$ cat config.mk
export PLATFORM = sky130hd
export DESIGN_NAME = cws_shifter
export DESIGN_NICKNAME = d
export VERILOG_FILES = /design/src/common/cws_pkg.sv /design/src/cws_shifter.sv /design/src/cws_bit_timer.sv
export SDC_FILE = /design/constraint.sdc
export NUM_CORES = 1
export LEC_CHECK = 0
export ABC_AREA = 0
export ABC_CLOCK_PERIOD_IN_PS = 3000
export BUFFER_PORTS_ARGS = -buffer_cell sky130_fd_sc_hd__buf_2
export CAP_MARGIN = 25
export CORE_AREA = 8 8 189 101
export CTS_BUF_LIST = sky130_fd_sc_hd__clkbuf_8
export DETAILED_ROUTE_END_ITERATION = 10
export DIE_AREA = 0 0 197 109
export GPL_ROUTABILITY_DRIVEN = 0
export PLACE_DENSITY_LB_ADDON = 0.3
export RECOVER_POWER = 50
export SYNTH_ARGS = -nofsm -noshare
export SYNTH_HDL_FRONTEND = slang
export SYNTH_SLANG_ARGS = --single-unit
$ cat constraint.sdc
create_clock -name core_clk -period 3 [get_ports core_clk]
set_input_delay 0.3 -clock core_clk [delete_from_list [all_inputs] [get_ports core_clk]]
set_output_delay 0.3 -clock core_clk [all_outputs]
set_load 0.03 [all_outputs]
$ cat src/common/cws_pkg.sv
// constants and types for the clocked word shifter
// Notes on behaviour
// - shift one word up to 16 bits
// - clock pin plus adjacent data pin
// - rate 1/10/15 kbps, scales with clock
// - rate accepts 1, 10, 15; default 15
// - active edge rising or falling; default rising
// - receive samples data on active edge
// - send holds data across active edge
// - receive starts with clock inactive
// - send keeps clock inactive before first bit
// - most significant bit first both ways
// - bit count 1 to 31; default 16
// - receive keeps last 16 bits only
// - send drives zeros after sixteenth bit
// - per-transfer count overrides for one transfer
// - clock pin initial level 0 or 1
// - data stable 10.8 us before active edge
// - completion reported after final bit
package cws_pkg;

	// ----------------------------------------
	// timing
	// ----------------------------------------
	localparam int unsigned CLK_HZ      = 50_000_000;
	localparam int unsigned RATE_REF_HZ = 10_000_000;
	localparam int unsigned BIT_CYC_1K  = RATE_REF_HZ / (1 * 1000);
	localparam int unsigned BIT_CYC_10K = RATE_REF_HZ / (10 * 1000);
	localparam int unsigned BIT_CYC_15K = RATE_REF_HZ / (15 * 1000);
	localparam int unsigned SETUP_NS    = 10800;
	localparam int unsigned SETUP_CYC   =
		(SETUP_NS * (RATE_REF_HZ / 1_000_000) + 999) / 1000;

	// ----------------------------------------
	// register map
	// ----------------------------------------
	localparam int unsigned ADDR_W   = 5;
	localparam logic [4:0]  OFS_CTRL = 5'h00;
	localparam logic [4:0]  OFS_CFG  = 5'h04;
	localparam logic [4:0]  OFS_TXD  = 5'h08;
	localparam logic [4:0]  OFS_RXD  = 5'h0c;
	localparam logic [4:0]  OFS_STAT = 5'h10;

	localparam int unsigned CTRL_GO      = 0;
	localparam int unsigned CTRL_SEND    = 1;
	localparam int unsigned CTRL_OVR_LSB = 8;
	localparam int unsigned CTRL_OVR_EN  = 13;
	localparam int unsigned CFG_BITS_LSB = 0;
	localparam int unsigned CFG_FALL     = 8;
	localparam int unsigned CFG_INIT     = 9;
	localparam int unsigned CFG_RATE_LSB = 16;
	localparam int unsigned STAT_BUSY    = 0;
	localparam int unsigned STAT_DONE    = 1;

	// ----------------------------------------
	// reset values and codes
	// ----------------------------------------
	localparam logic [4:0] BITS_RST  = 5'h10;
	localparam logic [4:0] RATE_RST  = 5'h0f;
	localparam logic       FALL_RST  = 1'b0;
	localparam logic       INIT_RST  = 1'b0;
	localparam logic [4:0] RATE_1K   = 5'h01;
	localparam logic [4:0] RATE_10K  = 5'h0a;
	localparam logic [4:0] RATE_15K  = 5'h0f;
	localparam logic [4:0] WORD_BITS = 5'h10;
	localparam logic [1:0] RESP_OKAY = 2'h0;
	localparam logic [1:0] RESP_SLVE = 2'h2;

	typedef enum logic [0:0] {ST_IDLE, ST_SHIFT} cws_state_t;

endpackage : cws_pkg

$ cat src/cws_shifter.sv
// clocked word shifter with AXI4-Lite registers
//
// Local design decisions: the register offsets and the AXI4-Lite slave port.
`timescale 1ns/1ps
module cws_shifter
	import cws_pkg::*;
#(
	parameter int unsigned BIT_CYC_SLOW = BIT_CYC_1K
) (
	input  wire logic        core_clk,
	input  wire logic        rst_n,
	input  wire logic        s_axi_awvalid,
	output logic             s_axi_awready,
	input  wire logic [4:0]  s_axi_awaddr,
	input  wire logic        s_axi_wvalid,
	output logic             s_axi_wready,
	input  wire logic [31:0] s_axi_wdata,
	input  wire logic [3:0]  s_axi_wstrb,
	output logic             s_axi_bvalid,
	input  wire logic        s_axi_bready,
	output logic [1:0]       s_axi_bresp,
	input  wire logic        s_axi_arvalid,
	output logic             s_axi_arready,
	input  wire logic [4:0]  s_axi_araddr,
	output logic             s_axi_rvalid,
	input  wire logic        s_axi_rready,
	output logic [31:0]      s_axi_rdata,
	output logic [1:0]       s_axi_rresp,
	output logic             link_clk_o,
	input  wire logic        link_data_i,
	output logic             link_data_o,
	output logic             link_data_oe
);

	// ----------------------------------------
	// declarations
	// ----------------------------------------
	cws_state_t  state_q;
	logic        aw_full_q;
	logic        w_full_q;
	logic [4:0]  waddr_q;
	logic [31:0] wdata_q;
	logic [3:0]  wstrb_q;
	logic        bvalid_q;
	logic [1:0]  bresp_q;
	logic        rvalid_q;
	logic [31:0] rdata_q;
	logic [1:0]  rresp_q;
	logic [4:0]  cfg_bits_q;
	logic        cfg_fall_q;
	logic        cfg_init_q;
	logic [4:0]  cfg_rate_q;
	logic [15:0] txd_q;
	logic [15:0] rxd_q;
	logic        done_q;
	logic        send_q;
	logic        used_q;
	logic [4:0]  xfer_bits_q;
	logic [4:0]  bit_no_q;
	logic [15:0] tx_sh_q;
	logic [15:0] rx_sh_q;
	logic [15:0] per_q;
	logic        sclk_q;
	logic        sdo_q;
	logic        oe_q;
	logic        sdi_s1_q;
	logic        sdi_s2_q;

	// ----------------------------------------
	// byte-lane merge
	// ----------------------------------------
	function automatic logic [31:0] merge(input logic [31:0] old, input logic [31:0] nw,
			input logic [3:0] strb);
		logic [31:0] m;
		m = {{8{strb[3]}}, {8{strb[2]}}, {8{strb[1]}}, {8{strb[0]}}};
		merge = (old & ~m) | (nw & m);
	endfunction : merge

	// ----------------------------------------
	// bus decode
	// ----------------------------------------
	wire        busy_w   = (state_q == ST_SHIFT);
	wire        wr_en    = aw_full_q && w_full_q && !bvalid_q;
	wire        rd_en    = s_axi_arvalid && !rvalid_q;
	wire        wr_ctrl  = wr_en && (waddr_q == OFS_CTRL);
	wire        wr_cfg   = wr_en && (waddr_q == OFS_CFG);
	wire        wr_txd   = wr_en && (waddr_q == OFS_TXD);
	wire        wr_stat  = wr_en && (waddr_q == OFS_STAT);
	wire        wr_ok    = wr_ctrl || wr_cfg || wr_txd || wr_stat || (waddr_q == OFS_RXD);
	wire [31:0] cfg_word = {11'h000, cfg_rate_q, 6'h00, cfg_init_q, cfg_fall_q, 3'h0,
		cfg_bits_q};
	wire [31:0] cfg_new  = merge(cfg_word, wdata_q, wstrb_q);
	wire [31:0] txd_new  = merge({16'h0000, txd_q}, wdata_q, wstrb_q);
	wire [4:0]  new_bits = cfg_new[CFG_BITS_LSB +: 5];
	wire [4:0]  new_rate = cfg_new[CFG_RATE_LSB +: 5];
	wire        rate_ok  = (new_rate == RATE_1K) || (new_rate == RATE_10K) ||
		(new_rate == RATE_15K);
	wire [31:0] rd_word  =
		(s_axi_araddr == OFS_CTRL) ? {31'h0, send_q} << CTRL_SEND :
		(s_axi_araddr == OFS_CFG)  ? cfg_word :
		(s_axi_araddr == OFS_TXD)  ? {16'h0000, txd_q} :
		(s_axi_araddr == OFS_RXD)  ? {16'h0000, rxd_q} :
		(s_axi_araddr == OFS_STAT) ? {30'h0, done_q, busy_w} : 32'h0;
	wire        rd_ok    = (s_axi_araddr == OFS_CTRL) || (s_axi_araddr == OFS_CFG) ||
		(s_axi_araddr == OFS_TXD) || (s_axi_araddr == OFS_RXD) ||
		(s_axi_araddr == OFS_STAT);

	assign s_axi_awready = !aw_full_q && !bvalid_q;
	assign s_axi_wready  = !w_full_q && !bvalid_q;
	assign s_axi_bvalid  = bvalid_q;
	assign s_axi_bresp   = bresp_q;
	assign s_axi_arready = !rvalid_q;
	assign s_axi_rvalid  = rvalid_q;
	assign s_axi_rdata   = rdata_q;
	assign s_axi_rresp   = rresp_q;

	// ----------------------------------------
	// transfer setup
	// ----------------------------------------
	wire [4:0]  ovr_bits = wdata_q[CTRL_OVR_LSB +: 5];
	wire        start_w  = wr_ctrl && wstrb_q[0] && wdata_q[CTRL_GO] && !busy_w;
	wire [4:0]  req_bits = (wstrb_q[1] && wdata_q[CTRL_OVR_EN] && ovr_bits != 5'h00) ?
		ovr_bits : cfg_bits_q;
	wire [4:0]  pad_sh   = (req_bits < WORD_BITS) ? WORD_BITS - req_bits : 5'h00;
	wire [15:0] tx_ld    = txd_q << pad_sh;
	wire        inact    = cfg_fall_q;
	wire [15:0] per_w    = (cfg_rate_q == RATE_1K)  ? BIT_CYC_SLOW[15:0] :
		(cfg_rate_q == RATE_10K) ? BIT_CYC_10K[15:0] : BIT_CYC_15K[15:0];
	wire        edge_p;
	wire        end_p;
	wire        last_w   = (bit_no_q == xfer_bits_q - 5'h01);

	cws_bit_timer u_timer (
		.core_clk (core_clk),
		.rst_n    (rst_n),
		.run      (busy_w),
		.period   (per_q),
		.edge_at  (SETUP_CYC[15:0]),
		.edge_p   (edge_p),
		.end_p    (end_p)
	);

	// ----------------------------------------
	// bus slave
	// ----------------------------------------
	always_ff @(posedge core_clk or negedge rst_n) begin
		if (!rst_n) begin
			aw_full_q <= 1'b0;
			w_full_q  <= 1'b0;
			waddr_q   <= 5'h00;
			wdata_q   <= 32'h0;
			wstrb_q   <= 4'h0;
			bvalid_q  <= 1'b0;
			bresp_q   <= RESP_OKAY;
		end else begin
			if (s_axi_awvalid && s_axi_awready) begin
				aw_full_q <= 1'b1;
				waddr_q   <= s_axi_awaddr;
			end
			if (s_axi_wvalid && s_axi_wready) begin
				w_full_q <= 1'b1;
				wdata_q  <= s_axi_wdata;
				wstrb_q  <= s_axi_wstrb;
			end
			if (wr_en) begin
				aw_full_q <= 1'b0;
				w_full_q  <= 1'b0;
				bvalid_q  <= 1'b1;
				bresp_q   <= wr_ok ? RESP_OKAY : RESP_SLVE;
			end else if (bvalid_q && s_axi_bready) begin
				bvalid_q <= 1'b0;
			end
		end
	end

	always_ff @(posedge core_clk or negedge rst_n) begin
		if (!rst_n) begin
			rvalid_q <= 1'b0;
			rdata_q  <= 32'h0;
			rresp_q  <= RESP_OKAY;
		end else if (rd_en) begin
			rvalid_q <= 1'b1;
			rdata_q  <= rd_word;
			rresp_q  <= rd_ok ? RESP_OKAY : RESP_SLVE;
		end else if (rvalid_q && s_axi_rready) begin
			rvalid_q <= 1'b0;
		end
	end

	// ----------------------------------------
	// settings
	// ----------------------------------------
	always_ff @(posedge core_clk or negedge rst_n) begin
		if (!rst_n) begin
			cfg_bits_q <= BITS_RST;
			cfg_fall_q <= FALL_RST;
			cfg_init_q <= INIT_RST;
			cfg_rate_q <= RATE_RST;
			txd_q      <= 16'h0000;
		end else begin
			if (wr_cfg) begin
				if (new_bits != 5'h00) begin
					cfg_bits_q <= new_bits;
				end
				cfg_fall_q <= cfg_new[CFG_FALL];
				cfg_init_q <= cfg_new[CFG_INIT];
				if (rate_ok) begin
					cfg_rate_q <= new_rate;
				end
			end
			if (wr_txd) begin
				txd_q <= txd_new[15:0];
			end
		end
	end

	// ----------------------------------------
	// status
	// ----------------------------------------
	always_ff @(posedge core_clk or negedge rst_n) begin
		if (!rst_n) begin
			done_q <= 1'b0;
		// done after final bit, set wins
		end else if (busy_w && end_p && last_w) begin
			done_q <= 1'b1;
		end else if (start_w || (wr_stat && wstrb_q[0] && wdata_q[STAT_DONE])) begin
			done_q <= 1'b0;
		end
	end

	// ----------------------------------------
	// data line synchroniser
	// ----------------------------------------
	always_ff @(posedge core_clk or negedge rst_n) begin
		if (!rst_n) begin
			sdi_s1_q <= 1'b0;
			sdi_s2_q <= 1'b0;
		end else begin
			sdi_s1_q <= link_data_i;
			sdi_s2_q <= sdi_s1_q;
		end
	end

	// ----------------------------------------
	// shift engine
	// ----------------------------------------
	always_ff @(posedge core_clk or negedge rst_n) begin
		if (!rst_n) begin
			state_q     <= ST_IDLE;
			send_q      <= 1'b0;
			used_q      <= 1'b0;
			xfer_bits_q <= BITS_RST;
			bit_no_q    <= 5'h00;
			tx_sh_q     <= 16'h0000;
			rx_sh_q     <= 16'h0000;
			rxd_q       <= 16'h0000;
			per_q       <= BIT_CYC_15K[15:0];
		end else begin
			case (state_q)
				ST_IDLE: begin
					if (start_w) begin
						state_q     <= ST_SHIFT;
						send_q      <= wdata_q[CTRL_SEND];
						used_q      <= 1'b1;
						xfer_bits_q <= req_bits;
						bit_no_q    <= 5'h00;
						tx_sh_q     <= tx_ld;
						rx_sh_q     <= 16'h0000;
						per_q       <= per_w;
					end
				end
				ST_SHIFT: begin
					if (edge_p && !send_q) begin
						rx_sh_q <= {rx_sh_q[14:0], sdi_s2_q};
					end
					if (end_p) begin
						bit_no_q <= bit_no_q + 5'h01;
						tx_sh_q  <= {tx_sh_q[14:0], 1'b0};
						if (last_w) begin
							state_q <= ST_IDLE;
							if (!send_q) begin
								rxd_q <= rx_sh_q;
							end
						end
					end
				end
				default: begin
					state_q <= ST_IDLE;
				end
			endcase
		end
	end

	// ----------------------------------------
	// pin drivers
	// ----------------------------------------
	always_ff @(posedge core_clk or negedge rst_n) begin
		if (!rst_n) begin
			sclk_q <= INIT_RST;
			sdo_q  <= 1'b0;
			oe_q   <= 1'b0;
		end else if (start_w) begin
			sclk_q <= inact;
			sdo_q  <= wdata_q[CTRL_SEND] & tx_ld[15];
			oe_q   <= wdata_q[CTRL_SEND];
		end else if (busy_w) begin
			if (edge_p) begin
				sclk_q <= ~inact;
			end
			if (end_p) begin
				sclk_q <= inact;
				sdo_q  <= send_q && !last_w && tx_sh_q[14];
				oe_q   <= send_q && !last_w;
			end
		end else begin
			sclk_q <= used_q ? inact : cfg_init_q;
			sdo_q  <= 1'b0;
			oe_q   <= 1'b0;
		end
	end

	// clock pin and adjacent data pin
	assign link_clk_o   = sclk_q;
	assign link_data_o  = sdo_q;
	assign link_data_oe = oe_q;

	// ----------------------------------------
	// checks
	// ----------------------------------------
	logic       sdo_prev_q;
	logic [7:0] stable_q;

	always_ff @(posedge core_clk or negedge rst_n) begin
		if (!rst_n) begin
			sdo_prev_q <= 1'b0;
			stable_q   <= 8'h00;
		end else begin
			sdo_prev_q <= sdo_q;
			if (sdo_q != sdo_prev_q || start_w) begin
				stable_q <= 8'h00;
			end else if (stable_q != 8'hff) begin
				stable_q <= stable_q + 8'h01;
			end
		end
	end
endmodule : cws_shifter

$ cat src/cws_bit_timer.sv
// per-bit cycle timer giving edge and end pulses
`timescale 1ns/1ps
module cws_bit_timer (
	input  wire logic        core_clk,
	input  wire logic        rst_n,
	input  wire logic        run,
	input  wire logic [15:0] period,
	input  wire logic [15:0] edge_at,
	output logic             edge_p,
	output logic             end_p
);
	logic [15:0] cnt_q;

	assign edge_p = run && (cnt_q == edge_at);
	assign end_p  = run && (cnt_q == period - 16'h0001);

	always_ff @(posedge core_clk or negedge rst_n) begin
		if (!rst_n) begin
			cnt_q <= 16'h0000;
		end else if (!run || end_p) begin
			cnt_q <= 16'h0000;
		end else begin
			cnt_q <= cnt_q + 16'h0001;
		end
	end
endmodule : cws_bit_timer

# [Word level (Yosys, flattened, before mapping)]
# Cells that the tools add are included.
# Widths: inputs -> output; s select.
[op_classes] addsub=5 n_lt_le_gt_ge=1 eq_ne=21 shifts=1 n_mux=46 n_bitwise=10 reduce_logical=61
[op_table] operator="$mux 16" count=5
[op_table] operator="$and 21x21->21" count=2
[op_table] operator="$mux 21" count=2
[op_table] operator="$eq 5x4->1 const B" count=7
[op_table] operator="$pmux 16 s2" count=1
[op_table] operator="$mux 15" count=2
[op_table] operator="$pmux 15 s2" count=1
[op_table] operator="$logic_and 1x1->1" count=27
[op_table] operator="$mux 1" count=24
[op_table] operator="$not 21->21" count=1
[op_table] operator="$or 21x21->21" count=1
[op_table] operator="$mux 5" count=4
[op_table] operator="$add 16x1->16 const B" count=1
[op_table] operator="$and 16x16->16" count=1
[op_table] operator="$eq 16x16->1" count=1
[op_table] operator="$eq 16x7->1 const B" count=1
[op_table] operator="$or 16x16->16" count=1
[op_table] operator="$shl 16x5->16" count=1
[op_table] operator="$sub 16x1->16 const B" count=1
[op_table] operator="$mux 14" count=1
[op_table] operator="$logic_or 1x1->1" count=12
[op_table] operator="$eq 5x1->1 const B" count=2
[op_table] operator="$eq 5x3->1 const B" count=2
[op_table] operator="$eq 5x5->1 const B" count=2
[op_table] operator="other kinds (21)" count=42
[totals] ff_bits=195 wordCells=176

# [Longest topological paths before layout]
# Gate-level depths: netlist of the first run.
[logic_depth] word_depth=9 depth_mapped=13 ltp_nobuf=11

# [Modules after synthesis]
# From an unflattened synthesis of the first run, not the netlist that was laid out.
[unflattened] hier_cells=908 area_unflattened_um2=9273.9
[modules_own_cells] mod="cws_shifter" instances=1 cells_per_inst=718 area_per_inst_um2=7629.8 seq_area_each_um2=3915.0
[modules_own_cells] mod="cws_bit_timer" instances=1 cells_per_inst=190 area_per_inst_um2=1644.1 seq_area_each_um2=400.4

# [Worst setup path after synthesis of the first run]
# Ideal clock, no wire load.
[synth_timing] path_type="reg2reg" from="register wdata_q[9]" to="register tx_sh_q[7]" setup_ns=0.123 arrival_time_ns=2.964 slack_ns=-0.087 stages_incl_launch_ff=14 n_path_buf=2 cell_sequence="dfrtp_1 buf_6 or3_4 o311ai_0 a32oi_1 ha_1 and3_1 ha_1 nor3b_4 buf_6 mux2i_1 mux2i_1 a221oi_2 nor2_1"
[synth_via] elab_chain_len=8 elab_cells_between_ends=9 cone_classes="add/sub: 1; order compare: 1; shift: 1; mux: 4; reduce/logical: 2"
[synth_rtl] item="from (decl)" line="cws_shifter.sv:42" rtl="logic [31:0] wdata_q;"
[synth_rtl] item="from (signal assigned)" line="cws_shifter.sv:162" rtl="wdata_q <= s_axi_wdata;"
[synth_rtl] item="$reduce_bool 5->1" line="cws_shifter.sv:122" rtl="wire [4:0] req_bits = (wstrb_q[1] && wdata_q[CTRL_OVR_EN] && ovr_bits != 5'h00) ?"
[synth_rtl] item="$logic_and 1x1->1" line="cws_shifter.sv:122"
[synth_rtl] item="$mux 5 *" line="cws_shifter.sv:122"
[synth_rtl] item="$sub 5x5->5 or $lt 5x5->1 (tied branches)" line="cws_shifter.sv:124" rtl="wire [4:0] pad_sh = (req_bits < WORD_BITS) ? WORD_BITS - req_bits : 5'h00;"
[synth_rtl] item="$mux 5 *" line="cws_shifter.sv:124"
[synth_rtl] item="$shl 16x5->16 *" line="cws_shifter.sv:125" rtl="wire [15:0] tx_ld = txd_q << pad_sh;"
[synth_rtl] item="$mux 15 *" line="cws_shifter.sv:261" rtl="if (start_w) begin"
[synth_rtl] item="$pmux 15 s2 *" line="cws_shifter.sv:259" rtl="case (state_q)"
[synth_rtl] item="to (signal assigned)" line="cws_shifter.sv:267" rtl="tx_sh_q <= tx_ld;"
[synth_rtl] item="to (signal assigned)" line="cws_shifter.sv:278" rtl="tx_sh_q <= {tx_sh_q[14:0], 1'b0};"
[synth_rtl] item="to (decl)" line="cws_shifter.sv:60" rtl="logic [15:0] tx_sh_q;"
# Mark *: on every way between the ends. The rest lies on a longest branch, timed or not. The select of a mux whose other input is x is not followed.
# A chain may end at the register's enable or synchronous reset.

# [Worst setup path in the final report of the first run]
[layout_timing] from="register wdata_q[10]" to="register sdo_q (netlist: link_data_o)"
[layout_via] elab_chain_len=8 elab_cells_between_ends=9 cone_classes="add/sub: 1; order compare: 1; shift: 1; mux: 3; bitwise: 1; reduce/logical: 2"
[layout_rtl] item="$reduce_bool 5->1" line="cws_shifter.sv:122"
[layout_rtl] item="$logic_and 1x1->1" line="cws_shifter.sv:122"
[layout_rtl] item="$mux 5 *" line="cws_shifter.sv:122"
[layout_rtl] item="$sub 5x5->5 or $lt 5x5->1 (tied branches)" line="cws_shifter.sv:124"
[layout_rtl] item="$mux 5 *" line="cws_shifter.sv:124"
[layout_rtl] item="$shl 16x5->16 *" line="cws_shifter.sv:125"
[layout_rtl] item="$and 1x1->1 *" line="cws_shifter.sv:304" rtl="sdo_q <= wdata_q[CTRL_SEND] & tx_ld[15];"
[layout_rtl] item="$mux 1 *" line="cws_shifter.sv:302" rtl="end else if (start_w) begin"
[layout_rtl] item="to (signal assigned)" line="cws_shifter.sv:304"
[layout_rtl] item="to (signal assigned)" line="cws_shifter.sv:312" rtl="sdo_q <= send_q && !last_w && tx_sh_q[14];"
[layout_rtl] item="to (decl)" line="cws_shifter.sv:64" rtl="logic sdo_q;"
# Mark *: on every way between the ends. The rest lies on a longest branch, timed or not.

==> flow_summary.toml, run 1 <==
[run_status]
status = "finished with violations"
violations = "capacitance limit, slew limit, setup timing"

[setup_path]
slowest_delay_ns = 0.42
cp-start-kind = "register"
critical_path.slowest_cell = "or3_4"
timing.critical_path.buf_inv = 2
cp_cell_sequence = "or3_4 > o311ai_2 > a32oi_1 > ha_2 > and3_4 > ha_4 > nor3b_4 > buf_12 > buf_12 > mux2i_2 > mux2i_1 > mux2i_1 > o31ai_1"
crit_type = "register to register"
endpoint_kind = "register"
cp.arrival_ns = 3.44
crit_required_ns = 3.34
cp_max_fo = 6
crit_family = "simple AND/OR/NAND/NOR gates"

[cts]
clock_sinks = 172
numCtsBuffers = 17
clk_pin_slew_ns = 0.10
clk_latency_ns = 0.46
htreeDepth = 4
cts_root_buf = "clkbuf_8"
tritoncts = "yes"
clk_path_buf_depth = 2

[place]
dp_cells = 1129
portBuffers = 72
dp_hpwl_um = 15840
dpl-instance-area_um2 = 9602

[timing]
setup_ws_ns = -0.09641
hold_slack_ns = 0.02163
slew_headroom_pct = -31.32
hold_viol_final = 0
fin_crit_ns = 3.096
finClkSkew_ns = 0.01328
setup_violations = 9
worst_slew_pin_slew_ns = 1.970
fmax_ghz = 0.3230
rsz0062_at_grt = "yes"
finalMaxSlewViolations = 102
post-route-period-util_pct = 103.2

[power_and_ir_drop]
power.ir.vdd_worst_mv = 0.6474
p_per_area_nw_per_um2 = 869.0
pwr-share-comb_pct = 45.8
clkPwrFrac_pct = 18.1
power.switching_mw = 3.464
swShare_pct = 38.63
internal_power_mw = 5.503
seqPwrFrac_pct = 36.1
leakagePower_nw = 4.727
report.power.total_mw = 8.967

[synth]
yosysMostFrequentCell = "dfrtp_1"
yosysTopAreaCell = "dfrtp_1"
synthFlopType = "dfrtp_1"
synth_warnings = 0
yosysSeqAreaShare_pct = 49.56
synthesis.area_um2 = 8707
yosys.cell_types.count = 68
synth-seq-cells = 172
syn_area_per_cell_um2 = 10.76
synth.top_cell.area_share_pct = 46.85
synthTopCellsByCount = "dfrtp_1 (163), nand2_1 (95), mux2_2 (85), nor2_1 (64), o21ai_0 (50)"
syn_inst = 809
synth_area_leaders = "dfrtp_1 (47%), mux2_2 (11%), mux2i_1 (5.3%)"
async_reset_ff_share_pct = 100.0
synth_edf_count = 0

[drt]
avgViaCountPerCell = 5.647
ant_nets = 0
post_drt_wl_per_cell_um = 19.01
drt_first_pass_iters = 5
route.detailed.drc = 0
routed_wl_um = 22180
vias = 6590
drt_iter0_drc = 453

[global_routing]
grt_pass1_vias = 6255
antenna_found_initial = 0
grtUsageMet3_pct = 5.052
grtUsageMet2_pct = 26.72
grt.overflow.total = 0
busiest_layer = "met1"
grt_pass1_wl_um = 34980
grtUsageTotal_pct = 20.98
grt.met1_usage_pct = 34.15
grt_max_degree = 77

[floorplan]
die_area_um2 = 21470
core_area_um2 = 16680
initial_core_util_pct = 52.21
rows = 34
pin_count = 98
die_x_um = 197
die_y_um = 109

[cells_and_area]
design_area_um2 = 10320
final_cells = 1167
area_growth_pct = 18.51
final_core_util_pct = 61.88
drive_gt1_share_pct = 31.30
nNetsFinal = 981
diodes = 0

[job]
cap_violations = 2

[worst_hold_path]
hold_class = "input port to register"
==> cell type report <==
| type | instances | area, µm² |
|---|---|---|
| clock buffers | 18 | 247.7 |
| flip-flops and latches | 172 | 4315 |
| repair buffers | 132 | 905.9 |
| fillers | 1378 | 6357 |
| multi-input cells | 581 | 4363 |
| well taps | 234 | 292.8 |
| inverters | 16 | 60.06 |
| clock inverters | 14 | 133.9 |
==> timing repair <==
| item | 4_1_cts | 5_1_grt |
|---|---|---|
| endpoints found under the hold margin | 70 | 0 |
| setup endpoints to repair | 13 | 34 |
| pin swaps | 0 | 15 |
| gates resized for setup | 14 | 45 |
| hold buffers | 3 | 0 |
| buffers inserted | 0 | 3 |
| cloned | 0 | 1 |
==> placed cells by master (no fill, tap or decap), drive strengths merged, types with 13 or more instances in the layout <==
cell | netlist | final
mux2 | 89 | 89
nor3 | 15 | 15
nand2 | 96 | 96
xnor2 | 14 | 14
o21ai | 53 | 53
nand3 | 14 | 14
xor2 | 17 | 17
inv | 16 | 21
mux2i | 46 | 46
conb | 1 | 13
clkbuf | 24 | 39
buf | 28 | 108
dfrtp | 163 | 163
nor2 | 65 | 65
a21oi | 19 | 19
==> path summary, 6_finish.rpt <==
kind | cells after the start | from | slack, ns | endpoint
min in group asynchronous | 2 | rst_n | 0.93 | u_timer.cnt_q[10]$_DFF_PN0_
max in group asynchronous | 3 | rst_n | 0.63 | cfg_rate_q[3]$_DFFE_PN1P_
setup reg to reg | 13 | wdata_q[10]$_DFFE_PN0P_ | -0.1 | link_data_o$_DFFE_PN0P_
hold / removal | 2 | s_axi_rready | 0.02 | s_axi_rvalid$_DFFE_PN0P_
setup / recovery | 13 | wdata_q[10]$_DFFE_PN0P_ | -0.1 | link_data_o$_DFFE_PN0P_
hold reg to reg | 0 | sdi_s1_q$_DFF_PN0_ | 0.36 | sdi_s2_q$_DFF_PN0_
==> per-stage QoR <==
step / TNS, ns / setup WS (ns)
2_1_floorplan: 0 / 0.005877
3_3_place_gp: -0.07059 / -0.04553
3_5_place_dp: -0.9224 / -0.1763
4_1_cts: 0 / 0.006499
5_1_grt: -1.991 / -0.2447
6_report: -0.4443 / -0.09641
==> power by group through the flow <==
stage	Clock (mW)	Combinational [mW]	Sequential [mW]
after global routing	1.75	4.38	3.30
after global placement	0	3.20	3.24
after floorplan	0	2.28	3.11
after CTS	1.64	3.47	3.22
after detailed placement	0	3.27	3.26
final	1.62	4.11	3.24
==> metal layers <==
layer  up-vias  share of wire [%]
li1       3069                  -
met1      3261                 53
met2       243                 39
met3        17                7.4
met4         0               0.91
met5         -                  0
==> worst reg2reg max path: stages, from the launching register on <==
cell,delay [ns]
dfrtp_1,0.38
or3_4,0.42
o311ai_2,0.23
a32oi_1,0.12
ha_2,0.20
and3_4,0.16
ha_4,0.16
nor3b_4,0.31
buf_12,0.18
buf_12,0.14
mux2i_2,0.26
mux2i_1,0.11
mux2i_1,0.21
o31ai_1,0.10
==> cell families after synthesis <==
group                      count (synthesis)  synth area share [%]
buffers and inverters                     68                 4.066
AOI/OAI and AO/OA                        135                 10.56
and+or+nand+nor                          259                 14.50
other                                      1               0.04307
xor gates and xnor gates                  31                 3.118
DFF                                      172                 49.56
adders and majority gates                  7                 1.006
muxes                                    136                 17.14
(Power assumes the default switching activity.)
==> run 2, diff against run 1 <==
--- a/config.mk
+++ b/config.mk
@@ -14,8 +14,10 @@
 export DETAILED_ROUTE_END_ITERATION = 10
 export DIE_AREA = 0 0 197 109
 export GPL_ROUTABILITY_DRIVEN = 0
+export GPL_TIMING_DRIVEN = 0
 export PLACE_DENSITY_LB_ADDON = 0.3
 export RECOVER_POWER = 50
+export SETUP_SLACK_MARGIN = 0.02
 export SYNTH_ARGS = -nofsm -noshare
 export SYNTH_HDL_FRONTEND = slang
 export SYNTH_SLANG_ARGS = --single-unit
==> flow_summary.toml, run 2 (synthesis gave the netlist of run 1 again) <==
[floorplan]
rows = 34
initial_core_util_pct = 52.21
die_area_um2 = 21470
pin_count = 98
die_y_um = 109
core_area_um2 = 16680
die_x_um = 197

[global_routing]
grt_pass1_wl_um = 35600
antenna_found_initial = 0
grt_max_degree = 120
grtUsageTotal_pct = 21.39
grt.overflow.total = 0
grt_pass1_vias = 6326

[cells_and_area]
final_common_cell = "dfrtp_1"
area_growth_pct = 20.35
drive_gt1_share_pct = 31.63
design_area_um2 = 10480
mostFrequentLayoutCells = "dfrtp_1 (160), nand2_1 (95), mux2_2 (83), nor2_1 (62), buf_2 (53)"
diodes = 0
nNetsFinal = 1006

[drt]
drt_first_pass_iters = 6
routed_wl_um = 23250
ant_nets = 0
route.detailed.drc = 0
post_drt_wl_per_cell_um = 19.51
vias = 6773
drt_iter0_drc = 589
avgViaCountPerCell = 5.682

[timing]
fmax_ghz = 0.3248
fin_crit_ns = 3.079
worst_slew_pin_slew_ns = 1.349
finClkSkew_ns = 0.01797
hold_viol_final = 0
setup_violations = 8
slew_headroom_pct = 10.09
post-route-period-util_pct = 102.6
setup_ws_ns = -0.07862
rsz0062_at_grt = "yes"
finalMaxSlewViolations = 0

[setup_path]
slowest_delay_ns = 0.44
cp_cell_sequence = "or3_4 > o311ai_4 > a32oi_2 > ha_2 > and3_4 > ha_4 > nor3b_4 > buf_6 > buf_8 > mux2i_4 > mux2i_1 > o211ai_1 > nand2_1"
cp.arrival_ns = 3.43
timing.critical_path.buf_inv = 2
crit_family = "simple AND/OR/NAND/NOR gates"
cp_max_fo = 8
critical_path.slowest_cell = "dfrtp_2"
cp-start-kind = "register"
crit_required_ns = 3.35
endpoint_kind = "register"
crit_type = "register to register"

[run_status]
violations = "setup timing"
status = "finished with violations"

[cts]
clock_sinks = 172
htreeDepth = 4
clk_latency_ns = 0.48
numCtsBuffers = 17
tritoncts = "yes"
clk_pin_slew_ns = 0.10
clk_path_buf_depth = 2
cts_root_buf = "clkbuf_8"

[power_and_ir_drop]
p_per_area_nw_per_um2 = 850.8
leakagePower_nw = 4.745
power.ir.vdd_worst_mv = 0.5829
report.power.total_mw = 8.915

[worst_hold_path]
hold_class = "input port to register"

[place]
dpl-instance-area_um2 = 9455
portBuffers = 72
dp_hpwl_um = 16440

[job]
cap_violations = 0
run 2: cell count changes in the layout (fill, tap and decap cells not counted), moves of 3 or more:
cell,previous run,this run
buf_6,3,9
clkbuf_1,17,44
dfrtp_1,163,160
buf_2,56,53
buf_12,6,0
mux2i_2,4,7
inv_6,1,7
inv_1,20,14
inv_8,0,5
dfrtp_2,0,3
run 2: final cells by class:
type | count | area (µm²)
buffer | 51 | 329.1
clock buffer | 17 | 234.0
clock inverter | 15 | 162.7
fill | 1357 | 6197
inverter | 16 | 60.06
multi-input combinational | 581 | 4457
sequential | 172 | 4319
tap | 234 | 292.8
timing repair buffer | 106 | 624.3
run 2: layer usage:
layer / track usage [%] / share of wire [%] / up-vias
met3: 5.052 / 9.1 / 20
li1: - / - / 3133
met5: 0 / 0 / -
met1: 34.47 / 50 / 3330
met4: 5.606 / 0.86 / 0
met2: 27.54 / 40 / 290
run 2: path summary, 6_finish.rpt:
check,cells after the start,to,start,slack (ns)
min,2,wdata_q[7]$_DFFE_PN0P_,s_axi_wdata[7],0.05
min in group asynchronous,2,u_timer.cnt_q[13]$_DFF_PN0_,rst_n,0.68
max,13,tx_sh_q[9]$_DFFE_PN0P_,wdata_q[8]$_DFFE_PN0P_,-0.08
max reg2reg,13,tx_sh_q[9]$_DFFE_PN0P_,wdata_q[8]$_DFFE_PN0P_,-0.08
max in group asynchronous,3,wdata_q[8]$_DFFE_PN0P_,rst_n,0.53
min reg2reg,0,sdi_s2_q$_DFF_PN0_,sdi_s1_q$_DFF_PN0_,0.36
run 2: worst register-to-register path: stages, from the launching register on:
cell	delay, ns
dfrtp_2	0.44
or3_4	0.42
o311ai_4	0.25
a32oi_2	0.10
ha_2	0.21
and3_4	0.15
ha_4	0.18
nor3b_4	0.25
buf_6	0.17
buf_8	0.15
mux2i_4	0.25
mux2i_1	0.11
o211ai_1	0.20
nand2_1	0.08
run 2: power by group:
part | switching, mW | internal (mW) | total, mW
Sequential | 0.512 | 2.73 | 3.24
Combinational | 2.11 | 1.88 | 3.99
Clock | 0.984 | 0.702 | 1.69
run 2: what timing repair did:
item | 4_1_cts | 5_1_grt
hold buffers | 4 | 0
gates resized for setup | 43 | 50
gates cloned | 1 | 3
endpoints found under the setup margin | 43 | 55
setup buffers | 15 | 10
pin swaps | 15 | 20
endpoints found under the hold margin | 56 | 0
run 2: per-stage QoR:
step                setup WS (ns)  instances  hold WS [ns]  util, %  TNS [ns]
global route              -0.1887       1192       0.03738    62.84    -1.501
CTS                       -0.1084       1180       0.02910    61.29   -0.7443
finish                   -0.07862       1192       0.05379    62.84   -0.3371
global placement           -1.079       1127        0.3412    56.44   -183.76
detailed placement        -0.5084       1128        0.2510    56.70    -11.92
floorplan                 0.06465        821      0.004409        -         0
==> run 3, diff against run 2 <==
--- a/config.mk
+++ b/config.mk
@@ -7,14 +7,13 @@
 export LEC_CHECK = 0
 export ABC_AREA = 0
 export ABC_CLOCK_PERIOD_IN_PS = 3000
-export BUFFER_PORTS_ARGS = -buffer_cell sky130_fd_sc_hd__buf_2
 export CAP_MARGIN = 25
 export CORE_AREA = 8 8 189 101
 export CTS_BUF_LIST = sky130_fd_sc_hd__clkbuf_8
 export DETAILED_ROUTE_END_ITERATION = 10
 export DIE_AREA = 0 0 197 109
+export DONT_BUFFER_PORTS = 1
 export GPL_ROUTABILITY_DRIVEN = 0
-export GPL_TIMING_DRIVEN = 0
 export PLACE_DENSITY_LB_ADDON = 0.3
 export RECOVER_POWER = 50
 export SETUP_SLACK_MARGIN = 0.02
==> constraint.sdc (replaced) <==
create_clock -name core_clk -period 3 [get_ports core_clk]
set_input_delay 0.3 -clock core_clk [delete_from_list [all_inputs] [get_ports core_clk]]
set_output_delay 0.3 -clock core_clk [all_outputs]
set_load 0.1 [all_outputs]
==> flow_summary.toml, run 3 (synthesis gave the netlist of run 1 again) <==
[run_status]
status = "finished with violations"
violations = "hold timing, setup timing"

[timing]
hold_viol_final = 172
setup_violations = 13
fmax_ghz = 0.3139
setup_ws_ns = -0.1857
finClkSkew_ns = 0.01743
post-route-period-util_pct = 106.2
slew_headroom_pct = 19.08
setup_tns_ns = -0.9298
rsz0062_at_grt = "yes"
hold_slack_ns = -0.4593
worst_slew_pin_slew_ns = 1.214
fin_crit_ns = 3.186
finalMaxSlewViolations = 0

[power_and_ir_drop]
clkPwrFrac_pct = 17.4
report.power.total_mw = 9.319
power.switching_mw = 3.844
seqPwrFrac_pct = 36.7
leakagePower_nw = 4.638
p_per_area_nw_per_um2 = 897.6
swShare_pct = 41.25
internal_power_mw = 5.476
pwr-share-comb_pct = 46.0
power.ir.vdd_worst_mv = 0.9269

[drt]
drt_first_pass_iters = 5
drt_iter0_drc = 635
avgViaCountPerCell = 5.885
wl_met3_um = 2037
wl_met1_um = 10600
dr_wl_met2_um = 10820
ant_nets = 0
top_layer = "met4"
route.detailed.drc = 0
vias = 6703
routed_wl_um = 23800
post_drt_wl_per_cell_um = 20.90

[cts]
numCtsBuffers = 17
clk_path_buf_depth = 2
clk_pin_slew_ns = 0.10
htreeDepth = 4
clock_sinks = 172
tritoncts = "yes"
cts_root_buf = "clkbuf_8"
clk_latency_ns = 0.46
holdBufCountCts = 32

[place]
dp_cells = 1051
dp_hpwl_um = 16050
portBuffers = 0

[setup_path]
crit_required_ns = 3.33
crit_type = "register to register"
cp-start-kind = "register"
cp_max_fo = 6
cp.arrival_ns = 3.52
endpoint_kind = "register"

[floorplan]
pin_count = 98
die_y_um = 109
core_area_um2 = 16680
initial_core_util_pct = 52.21
rows = 34
die_area_um2 = 21470
die_x_um = 197

[cells_and_area]
nNetsFinal = 953
diodes = 0
final_cells = 1139
final_common_cell = "dfrtp_1"
area_growth_pct = 19.24
mostFrequentLayoutCells = "dfrtp_1 (163), nand2_1 (95), mux2_2 (83), nor2_1 (61), buf_4 (59)"
drive_gt1_share_pct = 27.40

[global_routing]
grt_max_degree = 173
antenna_found_initial = 0
grt_pass1_wl_um = 36760
grt_pass1_vias = 6867
grtUsageTotal_pct = 21.90
grt.overflow.total = 0

[worst_hold_path]
hold_class = "input port to asynchronous set/reset pin"

[job]
cap_violations = 0
## run 3: power by group through the flow
stage	registers (mW)	clock network (mW)	logic, mW
floorplan	3.31	0	2.43
global placement	3.38	0	3.24
detailed placement	3.42	0	3.38
CTS	3.38	1.64	3.80
global route	3.47	1.73	4.50
finish	3.42	1.62	4.28
## run 3: final timing paths
path,from,slack [ns],depth (start not counted),endpoint
setup / recovery,wdata_q[8]$_DFFE_PN0P_,-0.19,15,tx_sh_q[13]$_DFFE_PN0P_
hold / removal,rst_n,-0.46,0,u_timer.cnt_q[7]$_DFF_PN0_
setup reg to reg,wdata_q[8]$_DFFE_PN0P_,-0.19,15,tx_sh_q[13]$_DFFE_PN0P_
hold reg to reg,sdi_s1_q$_DFF_PN0_,0.34,0,sdi_s2_q$_DFF_PN0_
max in group asynchronous,rst_n,3.07,0,per_q[4]$_DFFE_PN1P_
min in group core_clk,s_axi_araddr[3],0.05,2,s_axi_rdata[2]$_DFFE_PN0P_
## run 3: what timing repair did
item / CTS / global route
hold endpoints to repair: 204 / 172
pin swaps: 9 / 22
setup endpoints to repair: 28 / 31
gates resized for setup: 19 / 31
cloned: 1 / 1
setup buffers: 6 / 17
## run 3: layout make-up
type | count | area, µm²
clock inverter | 12 | 116.4
clock buffer | 20 | 275.3
multi-input combinational | 581 | 4369
fill | 1300 | 6294
sequential | 172 | 4315
tap | 234 | 292.8
inverter | 16 | 60.06
timing repair buffer | 104 | 953.4
## run 3: layer usage
layer	vias to the layer above	global-route usage (%)
li1	3008	-
met1	3399	30.26
met2	269	33.47
met3	27	6.285
met4	0	6.300
met5	-	0
## run 3: worst max-delay path, stage by stage, from the launching register on
cell      delay [ns]
dfrtp_1         0.39
or3_4           0.42
o311ai_4        0.30
a32oi_2         0.11
ha_2            0.21
and3_4          0.15
ha_4            0.17
nor3b_4         0.23
buf_12          0.16
buf_12          0.13
buf_6           0.11
buf_4           0.10
mux2i_1         0.24
a22oi_1         0.14
o21ai_1         0.11
o21ai_1         0.10
## run 3: metrics by stage
stage	utilization (%)	worst slack (ns)	area, µm²
4_1_cts	60.36	-0.01492	10070
5_1_grt	62.26	-0.2831	10380
3_3_place_gp	55.09	-0.04302	9188
3_5_place_dp	55.09	-0.1430	9188
2_1_floorplan	-	0.06465	8766
6_report	62.26	-0.1857	10380
